<file path="config.mk">
export PLATFORM = sky130hd
export DESIGN_NAME = drc_cfg_bank
export DESIGN_NICKNAME = d
export VERILOG_FILES = /design/src/pkg/drc_pkg.sv /design/src/rtl/drc_cfg_bank.sv
export VERILOG_INCLUDE_DIRS = /design/src /design/src/pkg
export SDC_FILE = /design/constraint.sdc
export NUM_CORES = 1
export LEC_CHECK = 0
export ABC_AREA = 0
export ABC_CLOCK_PERIOD_IN_PS = 2500
export CAP_MARGIN = 20
export CORE_MARGIN = 1.5
export CORE_UTILIZATION = 58
export CTS_CLUSTER_SIZE = 30
export DETAILED_ROUTE_END_ITERATION = 8
export DONT_BUFFER_PORTS = 1
export PLACE_DENSITY = 0.76
export SYNTH_ARGS = -nofsm -noshare
export SYNTH_HDL_FRONTEND = slang
export SYNTH_SLANG_ARGS = --single-unit
</file>
<file path="constraint.sdc">
create_clock -name clk_in -period 2.5 [get_ports clk_in]
set_clock_uncertainty 0.2 [all_clocks]
set_input_delay 0.5 -clock clk_in [delete_from_list [all_inputs] [get_ports clk_in]]
set_output_delay 0.5 -clock clk_in [all_outputs]
set_load 0.05 [all_outputs]
</file>
<file path="src/pkg/drc_params.svh">
// constants for the memory configuration word block: fields, defaults, decodes
// assumes inclusion from the package and the bench only
`ifndef DRC_PARAMS_SVH
`define DRC_PARAMS_SVH

`define DRC_CFG_RST      16'h8F2F
`define DRC_CFG_SLEEP_B  15
`define DRC_CFG_DRV_HI   14
`define DRC_CFG_DRV_LO   12
`define DRC_CFG_LAT_HI   7
`define DRC_CFG_LAT_LO   4
`define DRC_CFG_FIXED_B  3
`define DRC_CFG_LEGACY_B 2
`define DRC_CFG_BL_HI    1
`define DRC_CFG_BL_LO    0

`define DRC_CA_BYTES     4'h6
`define DRC_CA_READ_B    47
`define DRC_CA_REGSP_B   46
`define DRC_CA_KIND_B    45
`define DRC_CA_DIE_B     35
`define DRC_CA_REGHI     8'h01
`define DRC_CA_REGLO     8'h00

`define DRC_LAT_5        4'h0
`define DRC_LAT_6        4'h1
`define DRC_LAT_7        4'h2
`define DRC_LAT_3        4'hE
`define DRC_LAT_4        4'hF

`endif

</file>
<file path="src/pkg/drc_pkg.sv">
// types of the memory configuration word block
// assumes drc_params.svh is on the include path
`default_nettype none
package drc_pkg;
  `include "drc_params.svh"

  typedef enum logic [2:0] {
    DRC_IDLE, DRC_CA, DRC_WDATA, DRC_LAT, DRC_RDATA, DRC_ARRAY, DRC_SKIP
  } drc_state_t;

  typedef struct packed {
    drc_state_t  st;
    logic [39:0] ca;
    logic [3:0]  cnt;
    logic [3:0]  lat;
    logic        dbl;
    logic [15:0] cfg;
    logic        sleep;
    logic [7:0]  wbyte;
    logic        is_rd;
    logic        regsp;
    logic        wrap;
    logic        hyb;
    logic [6:0]  wcnt;
    logic [6:0]  gmask;
    logic [7:0]  dq_o;
    logic        dq_oe_n;
    logic        rw_o;
    logic        rw_oe_n;
    logic [31:0] baddr;
    logic        bvalid;
    logic        bmask;
  } drc_regs_t;
endpackage : drc_pkg
`default_nettype wire

</file>
<file path="src/rtl/drc_cfg_bank.sv">
// configuration word zero of a self-refreshing ddr memory, with its bus side
// and the burst address ordering the word selects
// assumes one command/address or data byte per clk_in rising edge, inputs synchronous
`timescale 1ns/10ps
`default_nettype none
module drc_cfg_bank
  import drc_pkg::*;
#(
  parameter bit       STACKED = 1'b0,
  parameter bit       DIE_ID  = 1'b0
) (
  // clock and reset
  input  wire logic        clk_in,
  input  wire logic        rst_n_in,
  // memory bus
  input  wire logic        cs_n_in,
  input  wire logic [7:0]  dq_in,
  output logic      [7:0]  dq_out,
  output logic             dq_oe_n_out,
  input  wire logic        strobe_mask_line_in,
  output logic             strobe_mask_line_out,
  output logic             strobe_mask_line_oe_n_out,
  // array side
  input  wire logic        refresh_due_in,
  output logic      [31:0] burst_addr_out,
  output logic             burst_valid_out,
  output logic             burst_mask_out,
  // configuration state
  output logic      [15:0] memory_config_word_zero_out,
  output logic             deep_sleep_state_out,
  output logic      [2:0]  drive_strength_out
);

  function automatic logic [3:0] lat_clocks(input logic [3:0] code);
    case (code)
      `DRC_LAT_5: lat_clocks = 4'h5;
      `DRC_LAT_6: lat_clocks = 4'h6;
      `DRC_LAT_7: lat_clocks = 4'h7;
      `DRC_LAT_3: lat_clocks = 4'h3;
      `DRC_LAT_4: lat_clocks = 4'h4;
      default:    lat_clocks = 4'h7;  // reserved codes run at the slowest setting
    endcase
  endfunction : lat_clocks

  function automatic logic [6:0] group_mask(input logic [1:0] bl);
    case (bl)
      2'h0:    group_mask = 7'h3F;
      2'h1:    group_mask = 7'h1F;
      2'h2:    group_mask = 7'h07;
      default: group_mask = 7'h0F;
    endcase
  endfunction : group_mask

  drc_regs_t r;
  drc_regs_t r_nxt;
  logic [47:0] ca_full;
  logic        ca_sel;
  logic        ca_cfg;
  logic        dbl_now;
  logic        cfg_wr;
  logic [15:0] cfg_wval;
  logic [3:0]  lat_tot;
  logic [31:0] gmask32;

  always_comb begin
    r_nxt    = r;
    ca_full  = {r.ca, dq_in};
    ca_sel   = !STACKED || (r.ca[`DRC_CA_DIE_B - 8] == DIE_ID);
    ca_cfg   = (r.ca[31:24] == `DRC_CA_REGHI) && (r.ca[7:0] == `DRC_CA_REGLO);
    // a stack always signals the extra latency
    dbl_now  = r.cfg[`DRC_CFG_FIXED_B] || STACKED || refresh_due_in;
    cfg_wval = {r.wbyte, dq_in};
    cfg_wr   = 1'b0;
    lat_tot  = lat_clocks(r.cfg[`DRC_CFG_LAT_HI:`DRC_CFG_LAT_LO]);
    gmask32  = {25'h0, r.gmask};
    r_nxt.bvalid  = 1'b0;
    r_nxt.bmask   = 1'b0;
    r_nxt.dq_oe_n = 1'b1;
    case (r.st)
      DRC_IDLE: begin
        r_nxt.rw_oe_n = 1'b1;
        if (!cs_n_in && r.sleep) begin
          r_nxt.sleep = 1'b0;
          r_nxt.cfg[`DRC_CFG_SLEEP_B] = 1'b1;
          r_nxt.st = DRC_SKIP;
        end else if (!cs_n_in) begin
          r_nxt.ca      = {32'h0, dq_in};
          r_nxt.cnt     = 4'h1;
          r_nxt.dbl     = dbl_now;
          r_nxt.rw_o    = dbl_now;
          r_nxt.rw_oe_n = 1'b0;
          r_nxt.st      = DRC_CA;
        end
      end
      DRC_CA: begin
        r_nxt.ca  = ca_full[39:0];
        r_nxt.cnt = r.cnt + 4'h1;
        if (r.cnt == `DRC_CA_BYTES - 4'h1) begin
          r_nxt.is_rd = ca_full[`DRC_CA_READ_B];
          // the space bit is shifted out of r.ca, so it is kept apart
          r_nxt.regsp = ca_full[`DRC_CA_REGSP_B];
          r_nxt.wrap  = !ca_full[`DRC_CA_KIND_B];
          r_nxt.hyb   = !ca_full[`DRC_CA_KIND_B] && !r.cfg[`DRC_CFG_LEGACY_B];
          r_nxt.gmask = group_mask(r.cfg[`DRC_CFG_BL_HI:`DRC_CFG_BL_LO]);
          r_nxt.baddr = {ca_full[44:16], ca_full[2:0]};
          r_nxt.wcnt  = 7'h0;
          r_nxt.lat   = r.dbl ? 4'((lat_tot << 1) - 4'h1) : 4'(lat_tot - 4'h1);
          r_nxt.rw_o  = 1'b0;
          if (!ca_sel) begin
            r_nxt.rw_oe_n = 1'b1;
            r_nxt.st = DRC_SKIP;
          end else if (ca_full[`DRC_CA_REGSP_B] && !ca_full[`DRC_CA_READ_B]) begin
            r_nxt.rw_oe_n = !STACKED;
            r_nxt.st = DRC_WDATA;
          end else begin
            r_nxt.rw_oe_n = !STACKED && !ca_full[`DRC_CA_READ_B];
            r_nxt.st = DRC_LAT;
          end
        end
      end
      DRC_WDATA: begin
        r_nxt.wbyte = dq_in;
        r_nxt.cnt   = r.cnt + 4'h1;
        if (r.cnt == `DRC_CA_BYTES + 4'h1) begin
          cfg_wr = ca_cfg;
          if (ca_cfg) begin
            r_nxt.cfg = cfg_wval;
            r_nxt.sleep = !cfg_wval[`DRC_CFG_SLEEP_B];
          end
          r_nxt.st = DRC_SKIP;
        end
      end
      DRC_LAT: begin
        r_nxt.lat = r.lat - 4'h1;
        if (r.lat == 4'h0) begin
          r_nxt.cnt = 4'h0;
          r_nxt.st  = r.regsp ? DRC_RDATA : DRC_ARRAY;
        end
      end
      DRC_RDATA: begin
        r_nxt.dq_oe_n = 1'b0;
        r_nxt.dq_o    = ca_cfg ? (r.cnt[0] ? r.cfg[7:0] : r.cfg[15:8]) : 8'h00;
        r_nxt.rw_o    = !r.cnt[0];
        r_nxt.rw_oe_n = 1'b0;
        r_nxt.cnt     = r.cnt + 4'h1;
        if (r.cnt[0]) begin
          r_nxt.st = DRC_SKIP;
        end
      end
      DRC_ARRAY: begin
        r_nxt.bvalid = 1'b1;
        r_nxt.bmask  = !r.is_rd && strobe_mask_line_in;
        if (r.is_rd) begin
          r_nxt.rw_o = !r.rw_o;
        end
        if (r.bvalid) begin
          if (r.wrap && !(r.hyb && r.wcnt > r.gmask)) begin
            r_nxt.wcnt = r.wcnt + 7'h1;
            if (r.hyb && r.wcnt == r.gmask) begin
              r_nxt.baddr = (r.baddr & ~gmask32) + gmask32 + 32'h1;
            end else begin
              r_nxt.baddr = (r.baddr & ~gmask32) | ((r.baddr + 32'h1) & gmask32);
            end
          end else begin
            r_nxt.baddr = r.baddr + 32'h1;
          end
        end
      end
      DRC_SKIP: begin
        if (!STACKED) begin
          r_nxt.rw_oe_n = 1'b1;
        end
      end
      default: r_nxt.st = DRC_IDLE;
    endcase
    if (cs_n_in && r.st != DRC_IDLE) begin
      r_nxt.st      = DRC_IDLE;
      r_nxt.rw_oe_n = 1'b1;
      r_nxt.dq_oe_n = 1'b1;
      r_nxt.bvalid  = 1'b0;
    end
  end

  always_ff @(posedge clk_in or negedge rst_n_in) begin
    if (!rst_n_in) begin
      r         <= '0;
      r.st      <= DRC_IDLE;
      r.cfg     <= `DRC_CFG_RST;
      r.dq_oe_n <= 1'b1;
      r.rw_oe_n <= 1'b1;
    end else begin
      r <= r_nxt;
    end
  end

  assign dq_out                      = r.dq_o;
  assign dq_oe_n_out                 = r.dq_oe_n;
  assign strobe_mask_line_out        = r.rw_o;
  assign strobe_mask_line_oe_n_out   = r.rw_oe_n;
  assign burst_addr_out              = r.baddr;
  assign burst_valid_out             = r.bvalid;
  assign burst_mask_out              = r.bmask;
  assign memory_config_word_zero_out = r.cfg;
  assign deep_sleep_state_out        = r.sleep;
  assign drive_strength_out          = r.cfg[`DRC_CFG_DRV_HI:`DRC_CFG_DRV_LO];

  // edges spent in the latency wait, counted apart from the down-counter
  logic [4:0] lat_run_r;

  always_ff @(posedge clk_in or negedge rst_n_in) begin
    if (!rst_n_in) begin
      lat_run_r <= 5'h00;
    end else if (r.st == DRC_LAT) begin
      lat_run_r <= lat_run_r + 5'h01;
    end else begin
      lat_run_r <= 5'h00;
    end
  end
endmodule : drc_cfg_bank
`default_nettype wire

</file>
==> results of run 1 <==
[layer usage]
metal / global-route usage (%) / wire, um / part of all wire [%]
met5: 0 / 0 / 0
met4: 13.6 / 865 / 3.2
met3: 7.28 / 2390 / 9.0
met2: 55.3 / 12700 / 48
met1: 45.3 / 10800 / 40
[kinds of logic after synthesis]
family / Yosys count
compound gates: 260
xor+xnor: 19
fa+ha+maj: 16
buf+inv: 140
flops: 137
mux: 46
simple gates: 282
[through the flow]
step	utilization (%)	cells	total power, mW	setup slack [ns]
3_3_place_gp	62.5	1094	8.16	0.0603
3_5_place_dp	62.5	1094	8.34	-0.0287
6_report	70.7	1147	11.5	-0.0406
4_1_cts	66.9	1128	11.0	0.00802
2_1_floorplan	-	900	6.91	-0.0123
5_1_grt	70.7	1147	12.0	-0.138
[sequential cells by signal (all words and copies together), names as in the netlist, named ones only]
| register | cells |
|---|---|
| memory_config_word_zero_out | 16 |
| deep_sleep_state_out | 1 |
| r | 23 |
| cfg_wval | 8 |
| burst_mask_out | 1 |
| burst_valid_out | 1 |
| strobe_mask_line_out | 1 |
| ca_full | 40 |
| burst_addr_out | 27 |
| dq_oe_n_out | 1 |
| dq_out | 8 |
| strobe_mask_line_oe_n_out | 1 |
| gmask32 | 4 |
[layout by cell type (no fill, tap or decap), types with 10 or more instances in the layout]
cell type    n
nand3_1     33
nand4_1     13
o21ai_1     10
nand2_1     82
o31ai_1     17
o22ai_1     11
dfstp_2     12
o21ai_0     40
clkbuf_16   18
nor3_1      14
a31oi_1     10
a21oi_1     38
inv_1       25
buf_4      125
xnor2_1     14
mux2i_1     14
dfrtp_1    125
mux2_2      32
nor2_1      57
a22o_1      35
[worst min path at each step]
stage / from / to / slack [ns] / cells after the start
detailed placement: rst_n_in / async pin / 0.01 / 0
CTS: rst_n_in / burst_addr_out[17] / -0.45 / 0
floorplan: rst_n_in / async pin / 0.004 / 0
global route: rst_n_in / r[52] / -0.46 / 0
global placement: rst_n_in / async pin / 0.009 / 0
finish: rst_n_in / burst_addr_out[28] / -0.45 / 0
[final cells by class]
type                       count  area share [%]
clock buffer                  17            4.17
clock inverter                15            1.71
inverter                      30            1.13
multi-input combinational    623            45.3
sequential                   137            33.8
tap                          184            2.26
timing repair buffer         141            11.6
[power by group through the flow]
stage | clock (mW) | sequential [mW] | combinational (mW)
finish | 2.61 | 3.64 | 5.25
CTS | 2.61 | 3.60 | 4.76
global route | 2.72 | 3.71 | 5.58
floorplan | 0 | 3.44 | 3.47
detailed placement | 0 | 3.63 | 4.71
global placement | 0 | 3.59 | 4.57
[repair_timing]
action,4_1_cts,5_1_grt
gates resized for setup,3,78
gates cloned,0,2
setup endpoints to repair,6,35
pin swaps,0,27
buffers inserted,0,17
hold endpoints to repair,142,137
==> summary.md, run 1 <==
| Metric | Value |
|---|---|
| Clock network fraction of design power | 22.7% |
| Number of setup violations in the final report | 5 |
| Drc violations | 0 |
| Clock latency on the worst-skew pair | 0.45 ns |
| Setup tns final | -0.0947 ns |
| Adder and majority cell fraction of the synthesized area | 2.33% |
| Required time at the worst-slack endpoint | around 2.7 ns |
| Maximum capacitance violations | 0 |
| Number of cell instances on the worst register-to-register path | 9 |
| DRC violation total after the first TritonRoute iteration | 947 |
| Sw Pwr | 5.16 mW |
| Layout Cell Area excl Fill | 10200 sq um |
| Arrival time of the worst setup path | 2.71 ns |
| Final period utilization | 102% |
| Share of synthesized area spent on multiplexers | between 5 and 6% |
| Highest ir drop seen on vdd | ~740 uV |
| Synth top cells by count | 125 x dfrtp_1, 84 x nand2_1, 69 x buf_4 |
| Area of the multi-input gates | 4620 sq um |
| Critical path cell sequence | inv_2 -> ha_4 -> nand3b_1 -> a21o_1 -> a22oi_2 -> o21ai_4 -> buf_6 -> o31a_1 -> a21oi_2 |
| Width of the die | 124 um |
| Global-route wire length before repair | 39500 um |
| Worst hold margin | -0.452 ns |
| Count of pins on the block boundary | 78 |
| Kind of cell adding the most delay to the critical path | compound AO/OA/AOI/OAI gates |
| Share of the synthesized area in the top cell type | 36.8% |
| Cell accounting for the most synthesized area | dfrtp_1 |
| Hold-fix buffer count after cts | 2 |
| Detailed Place HPWL | 18100 um |
| Sequential Power Share | 31.7% |
| Largest family of logic cells by synthesized area | compound AO/OA/AOI/OAI gates |
| Layout overhead on the synthesized area | 20.0% |
| Synthesized area divided by synthesized cell count | 9.44 sq um |
| Largest net degree at the start of global routing | around 140 |
| Number of rows in the core area | 44 |
| Most frequently used flop master after synthesis | dfrtp_1 |
| Number of inserted filler cells in the final layout | between 1000 and 1500 |
| Largest cells by area after synthesis | dfrtp_1 37%, buf_4 6.1%, mux2_2 4.2% |
| Number of clock buffers inserted by TritonCTS | 17 |
| Internal cell power | 6.34 mW |
| Number of flops mapped to enable cells by yosys | 0 |
| Maximum fanout encountered on the critical timing path | 8 |
| Antenna violations before repair | 0 |
| Power density relative to cell area | 1130 nW/um^2 |
| Fraction of layout cells with a size suffix above 1 | 31.2% |
| Combinational cell fraction of total power | 45.6% |
| Clock root buffer | clkbuf_16 |
| Antenna-violating nets left | 0 |
| Total global routing overflow | 0 |
| Switching power as a share of total power | between 40% and 50% |
| DR vias | roughly 7700 |
| Beginning of the critical path | gmask32[2] |
| Worst reg-to-reg setup slack | -0.04 ns |
| TritonCTS clock tree | built |
| Path class of the lowest-slack min-delay path | in2async |
| Area of the die | roughly 15000 sq um |
| Part of the Yosys area used for sequential elements | 40.5% |
| Leak Pwr | 4.33 nW |
| Yosys synthesis warning count | 0 |
| Global-route usage over all layers | between 30 and 40% |
| Basic-gate share of the synthesized area counting and, or, nand and nor cells | 18.2% |
| Seq. cell area | 3440 sq um |
| Run status | complete, but fails checks |
| Placer Congestion | slightly below 1 |
| Number of storage elements in the synthesis netlist | 137 |
| Number of pins exceeding their max-slew limit in the final report | 0 |
| Total iterations of the first detailed-routing run | 6 |
| Buffers & Inverters on Critical Path | 2 |
| PortBufs | 0 |
| Worst-Margin Slew | around 0.94 ns |
| Netlist cell types | 87 |
| RSZ-0062 raised after global routing | true |
| DRT Wirelength | 26700 um |
| CP Capture Point | burst_addr_out[11] |
| CTS max path bufs | 2 |
| Compound-Gate Fraction of Synth Area | 21.7% |
| Fraction of synthesis flops using an asynchronous set or reset pin | 100% |
| Core box area | 14400 sq um |
| Endpoint kind of the worst setup timing path | register |
| Critical R2R Launch | gmask32[2] |
| Summed instance area of the synthesized netlist | 8500 sq um |
| F_max | 394 MHz |
| Capture point of the worst reg-to-reg path | burst_addr_out[11] |
| Drt wl/cell | between 20 and 25 um |
| Crit path setup slack, layout | -0.0406 ns |
| CP startpoint kind | register |
| Total Nets Final | ~1000 |
| Vias per cell | 6.72 |
| Number of hold violations in the final report | about 140 |
| Clock-pin slew on the worst setup and hold paths | 0.08 ns |
| Count of cell instances traversed by the critical path | 9 |
| Failing checks | negative hold slack, negative setup slack |
| Max-slew headroom | 37.3% |
| H-tree depth reported by CTS | 4 |
| Number of standard cells after synthesis | 900 |
| Biggest cell delay along the critical path | approximately 0.38 ns |
| Number of clock sinks seen by CTS | 137 |
| Clock period minus worst slack | 2.54 ns |
| Number of antenna repair diodes | 0 |
| Post-DP Area | 9010 sq um |
| Syn Nets | around 930 |
| Critical Path Slowest Stage Cell | dfrtp_1 |
| Die Y-Extent | 124 um |
| Parity-gate share of the synthesized area counting xor and xnor cells | 1.96% |
| Initial cell density of the core | 58.9% |
| Count leader, synth | dfrtp_1 |
| Vias in the first global route | 7280 |
| CP Class | reg2reg |
(Power assumes the default switching activity.)
==> run 2: changes to the inputs <==
--- a/config.mk
+++ b/config.mk
@@ -14,6 +14,7 @@
 export CTS_CLUSTER_SIZE = 30
 export DETAILED_ROUTE_END_ITERATION = 8
 export DONT_BUFFER_PORTS = 1
+export MAX_ROUTING_LAYER = met4
 export PLACE_DENSITY = 0.76
 export SYNTH_ARGS = -nofsm -noshare
 export SYNTH_HDL_FRONTEND = slang
==> run 2 against run 1 <==
Against the previous run: highest routed layer unchanged; die area unchanged; final cell count up 0.35%; the flow still finishes with violations (negative hold slack, negative setup slack); combinational power grew 8.2%; sequential cell count unchanged; sequential power is essentially flat; maximum frequency shrank 1.0%; largest cell class unchanged; largest power group unchanged; register-to-register slack got worse by 0.03 ns.
==> summary.md, run 2 (synthesized netlist as in run 1, its figures left out) <==
| Metric | Value |
|---|---|
| Total iterations of the first detailed-routing run | 7 |
| Worst hold margin | -0.439 ns |
| Clock-pin slew on the worst setup and hold paths | 0.07 ns |
| Number of antenna repair diodes | 0 |
| DRT Wirelength | 27100 um |
| Largest net degree at the start of global routing | approximately 140 |
| Critical path cell sequence | ha_4 -> buf_6 -> and4b_1 -> a21o_4 -> a22oi_2 -> o21ai_4 -> buf_6 -> clkbuf_16 -> a21oi_4 -> a21oi_2 |
| Core box area | 14400 sq um |
| TritonCTS clock tree | built |
| Die Y-Extent | 124 um |
| Fraction of layout cells with a size suffix above 1 | approximately a third |
| CP startpoint kind | register |
| Highest ir drop seen on vdd | 760 uV |
| Total global routing overflow | 0 |
| Crit path setup slack, layout | -0.0662 ns |
| Hold-fix buffer count after cts | 2 |
| Maximum capacitance violations | 0 |
| Antenna violations before repair | 0 |
| Count of cell instances traversed by the critical path | 10 |
| Sequential Power Share | 30.7% |
| Kind of cell adding the most delay to the critical path | compound AO/OA/AOI/OAI gates |
| Width of the die | ~120 um |
| Failing checks | negative hold slack, negative setup slack |
| Maximum fanout encountered on the critical timing path | 5 |
| Biggest cell delay along the critical path | 0.44 ns |
| Number of hold violations in the final report | 137 |
| Combinational cell fraction of total power | 47.9% |
| Number of cell instances on the worst register-to-register path | 10 |
| RSZ-0062 raised after global routing | true |
| Drc violations | 0 |
| Commonest non-fill, non-tap cell in the layout | dfrtp_1 |
| Path class of the lowest-slack min-delay path | in2async |
| Vias in the first global route | 7155 |
| Placer Congestion | 0.984 |
| Arrival time of the worst setup path | 2.68 ns |
| Most common cell on crit path | buf_6 |
| Endpoint kind of the worst setup timing path | register |
| Initial cell density of the core | between 50% and 60% |
| Detailed Place HPWL | 18800 um |
| Internal cell power | 6.65 mW |
| Commonest cells after routing, fill and taps aside | 125 x dfrtp_1, 121 x buf_4, 84 x nand2_1 |
| Clock latency on the worst-skew pair | 0.43 ns |
| Leak Pwr | 4.37 nW |
| Total Nets Final | 982 |
| DR vias | 7630 |
| Clock period minus worst slack | between 2 and 3 ns |
| Final period utilization | 103% |
| PortBufs | 0 |
| Drt wl/cell | 23.5 um |
| Number of clock sinks seen by CTS | roughly 140 |
| Count of pins on the block boundary | 78 |
| CP Class | reg2reg |
| Power density relative to cell area | 1150 nW/um^2 |
| Post-DP Area | 9080 sq um |
| CTS max path bufs | 2 |
| Max-slew headroom | 36.5% |
| Number of pins exceeding their max-slew limit in the final report | 0 |
| Max FFs per register | 40 |
| Required time at the worst-slack endpoint | between 2 and 3 ns |
| Clock root buffer | clkbuf_16 |
| Global-route usage over all layers | between 30 and 40% |
| Switching power as a share of total power | 44.0% |
| Pre-CTS setup slack | -0.139 ns |
| Worst-Margin Slew | 0.952 ns |
| Area of the die | 15400 sq um |
| Layout Cell Area excl Fill | between 10000 and 15000 sq um |
| DRC violation total after the first TritonRoute iteration | 668 |
| Run status | complete, but fails checks |
| Critical Path Slowest Stage Cell | dfrtp_1 |
| Sw Pwr | 5.22 mW |
| Number of setup violations in the final report | 10 |
| Buffers & Inverters on Critical Path | 3 |
| Beginning of the critical path | r[56] |
| Number of rows in the core area | 44 |
| Number of clock buffers inserted by TritonCTS | 17 |
| Vias per cell | 6.63 |
| H-tree depth reported by CTS | 4 |
| Worst reg-to-reg setup slack | -0.07 ns |
| Global-route wire length before repair | about 40000 um |
| Layout overhead on the synthesized area | 21.6% |
| Number of inserted filler cells in the final layout | 1059 |
| F_max | 390 MHz |
| Clock network fraction of design power | roughly a fifth |
| Critical R2R Launch | r[56] |
| Antenna-violating nets left | 0 |
run 2: per-layer routing:
metal | up-vias | global-route usage [%] | share of wire [%]
met5 | - | - | 0
met4 | 0 | 13.4 | 3.1
met3 | 67 | 5.36 | 7.2
met2 | 383 | 57.3 | 49
met1 | 3782 | 46.4 | 41
li1 | 3398 | - | -
run 2: path summary, 6_finish.rpt:
path / end
min in group clk_in: strobe_mask_line_oe_n_out
worst max-delay path: burst_addr_out[12]
worst max register to register: burst_addr_out[12]
worst min register to register: burst_mask_out
max in group asynchronous: strobe_mask_line_oe_n_out
worst min-delay path: async pin
run 2: final cells by class:
class                      count  area [sq um]  share of cell area (%)
clock buffer                  18           439                    4.25
multi-input combinational    623          4690                    45.4
tap                          184           230                    2.23
inverter                      30           115                    1.11
sequential                   137          3440                    33.3
clock inverter                14           154                    1.49
timing repair buffer         145          1260                    12.2
run 2: stage by stage:
step / util (%) / total power, mW / std cells / TNS [ns]
floorplan: - / 6.91 / 900 / -0.0123
global placement: 63.0 / 8.27 / 1101 / -0.123
detailed placement: 63.0 / 8.46 / 1101 / -0.457
CTS: 67.9 / 11.1 / 1139 / -0.150
global route: 71.7 / 12.4 / 1151 / -2.05
finish: 71.7 / 11.9 / 1151 / -0.361
run 2: power groups by stage:
stage / Combinational (mW) / Clock (mW) / Sequential, mW
after floorplan: 3.47 / 0 / 3.44
after global placement: 4.66 / 0 / 3.61
after detailed placement: 4.82 / 0 / 3.64
after CTS: 4.94 / 2.55 / 3.62
after global routing: 6.04 / 2.63 / 3.71
final: 5.68 / 2.55 / 3.65
run 2: what timing repair did:
action	CTS	global route
resized for setup	20	79
endpoints found under the hold margin	142	137
endpoints found under the setup margin	17	33
buffers inserted	4	8
cloned	0	4
pin swaps	6	24
run 2: worst register-to-register path, delay by kind of cell, from the launching register on:
kind,cells,cell delay (ns)
simple gates,1,0.20
buf+inv,3,0.43
flops,1,0.44
compound gates,5,0.92
fa+ha+maj,1,0.27
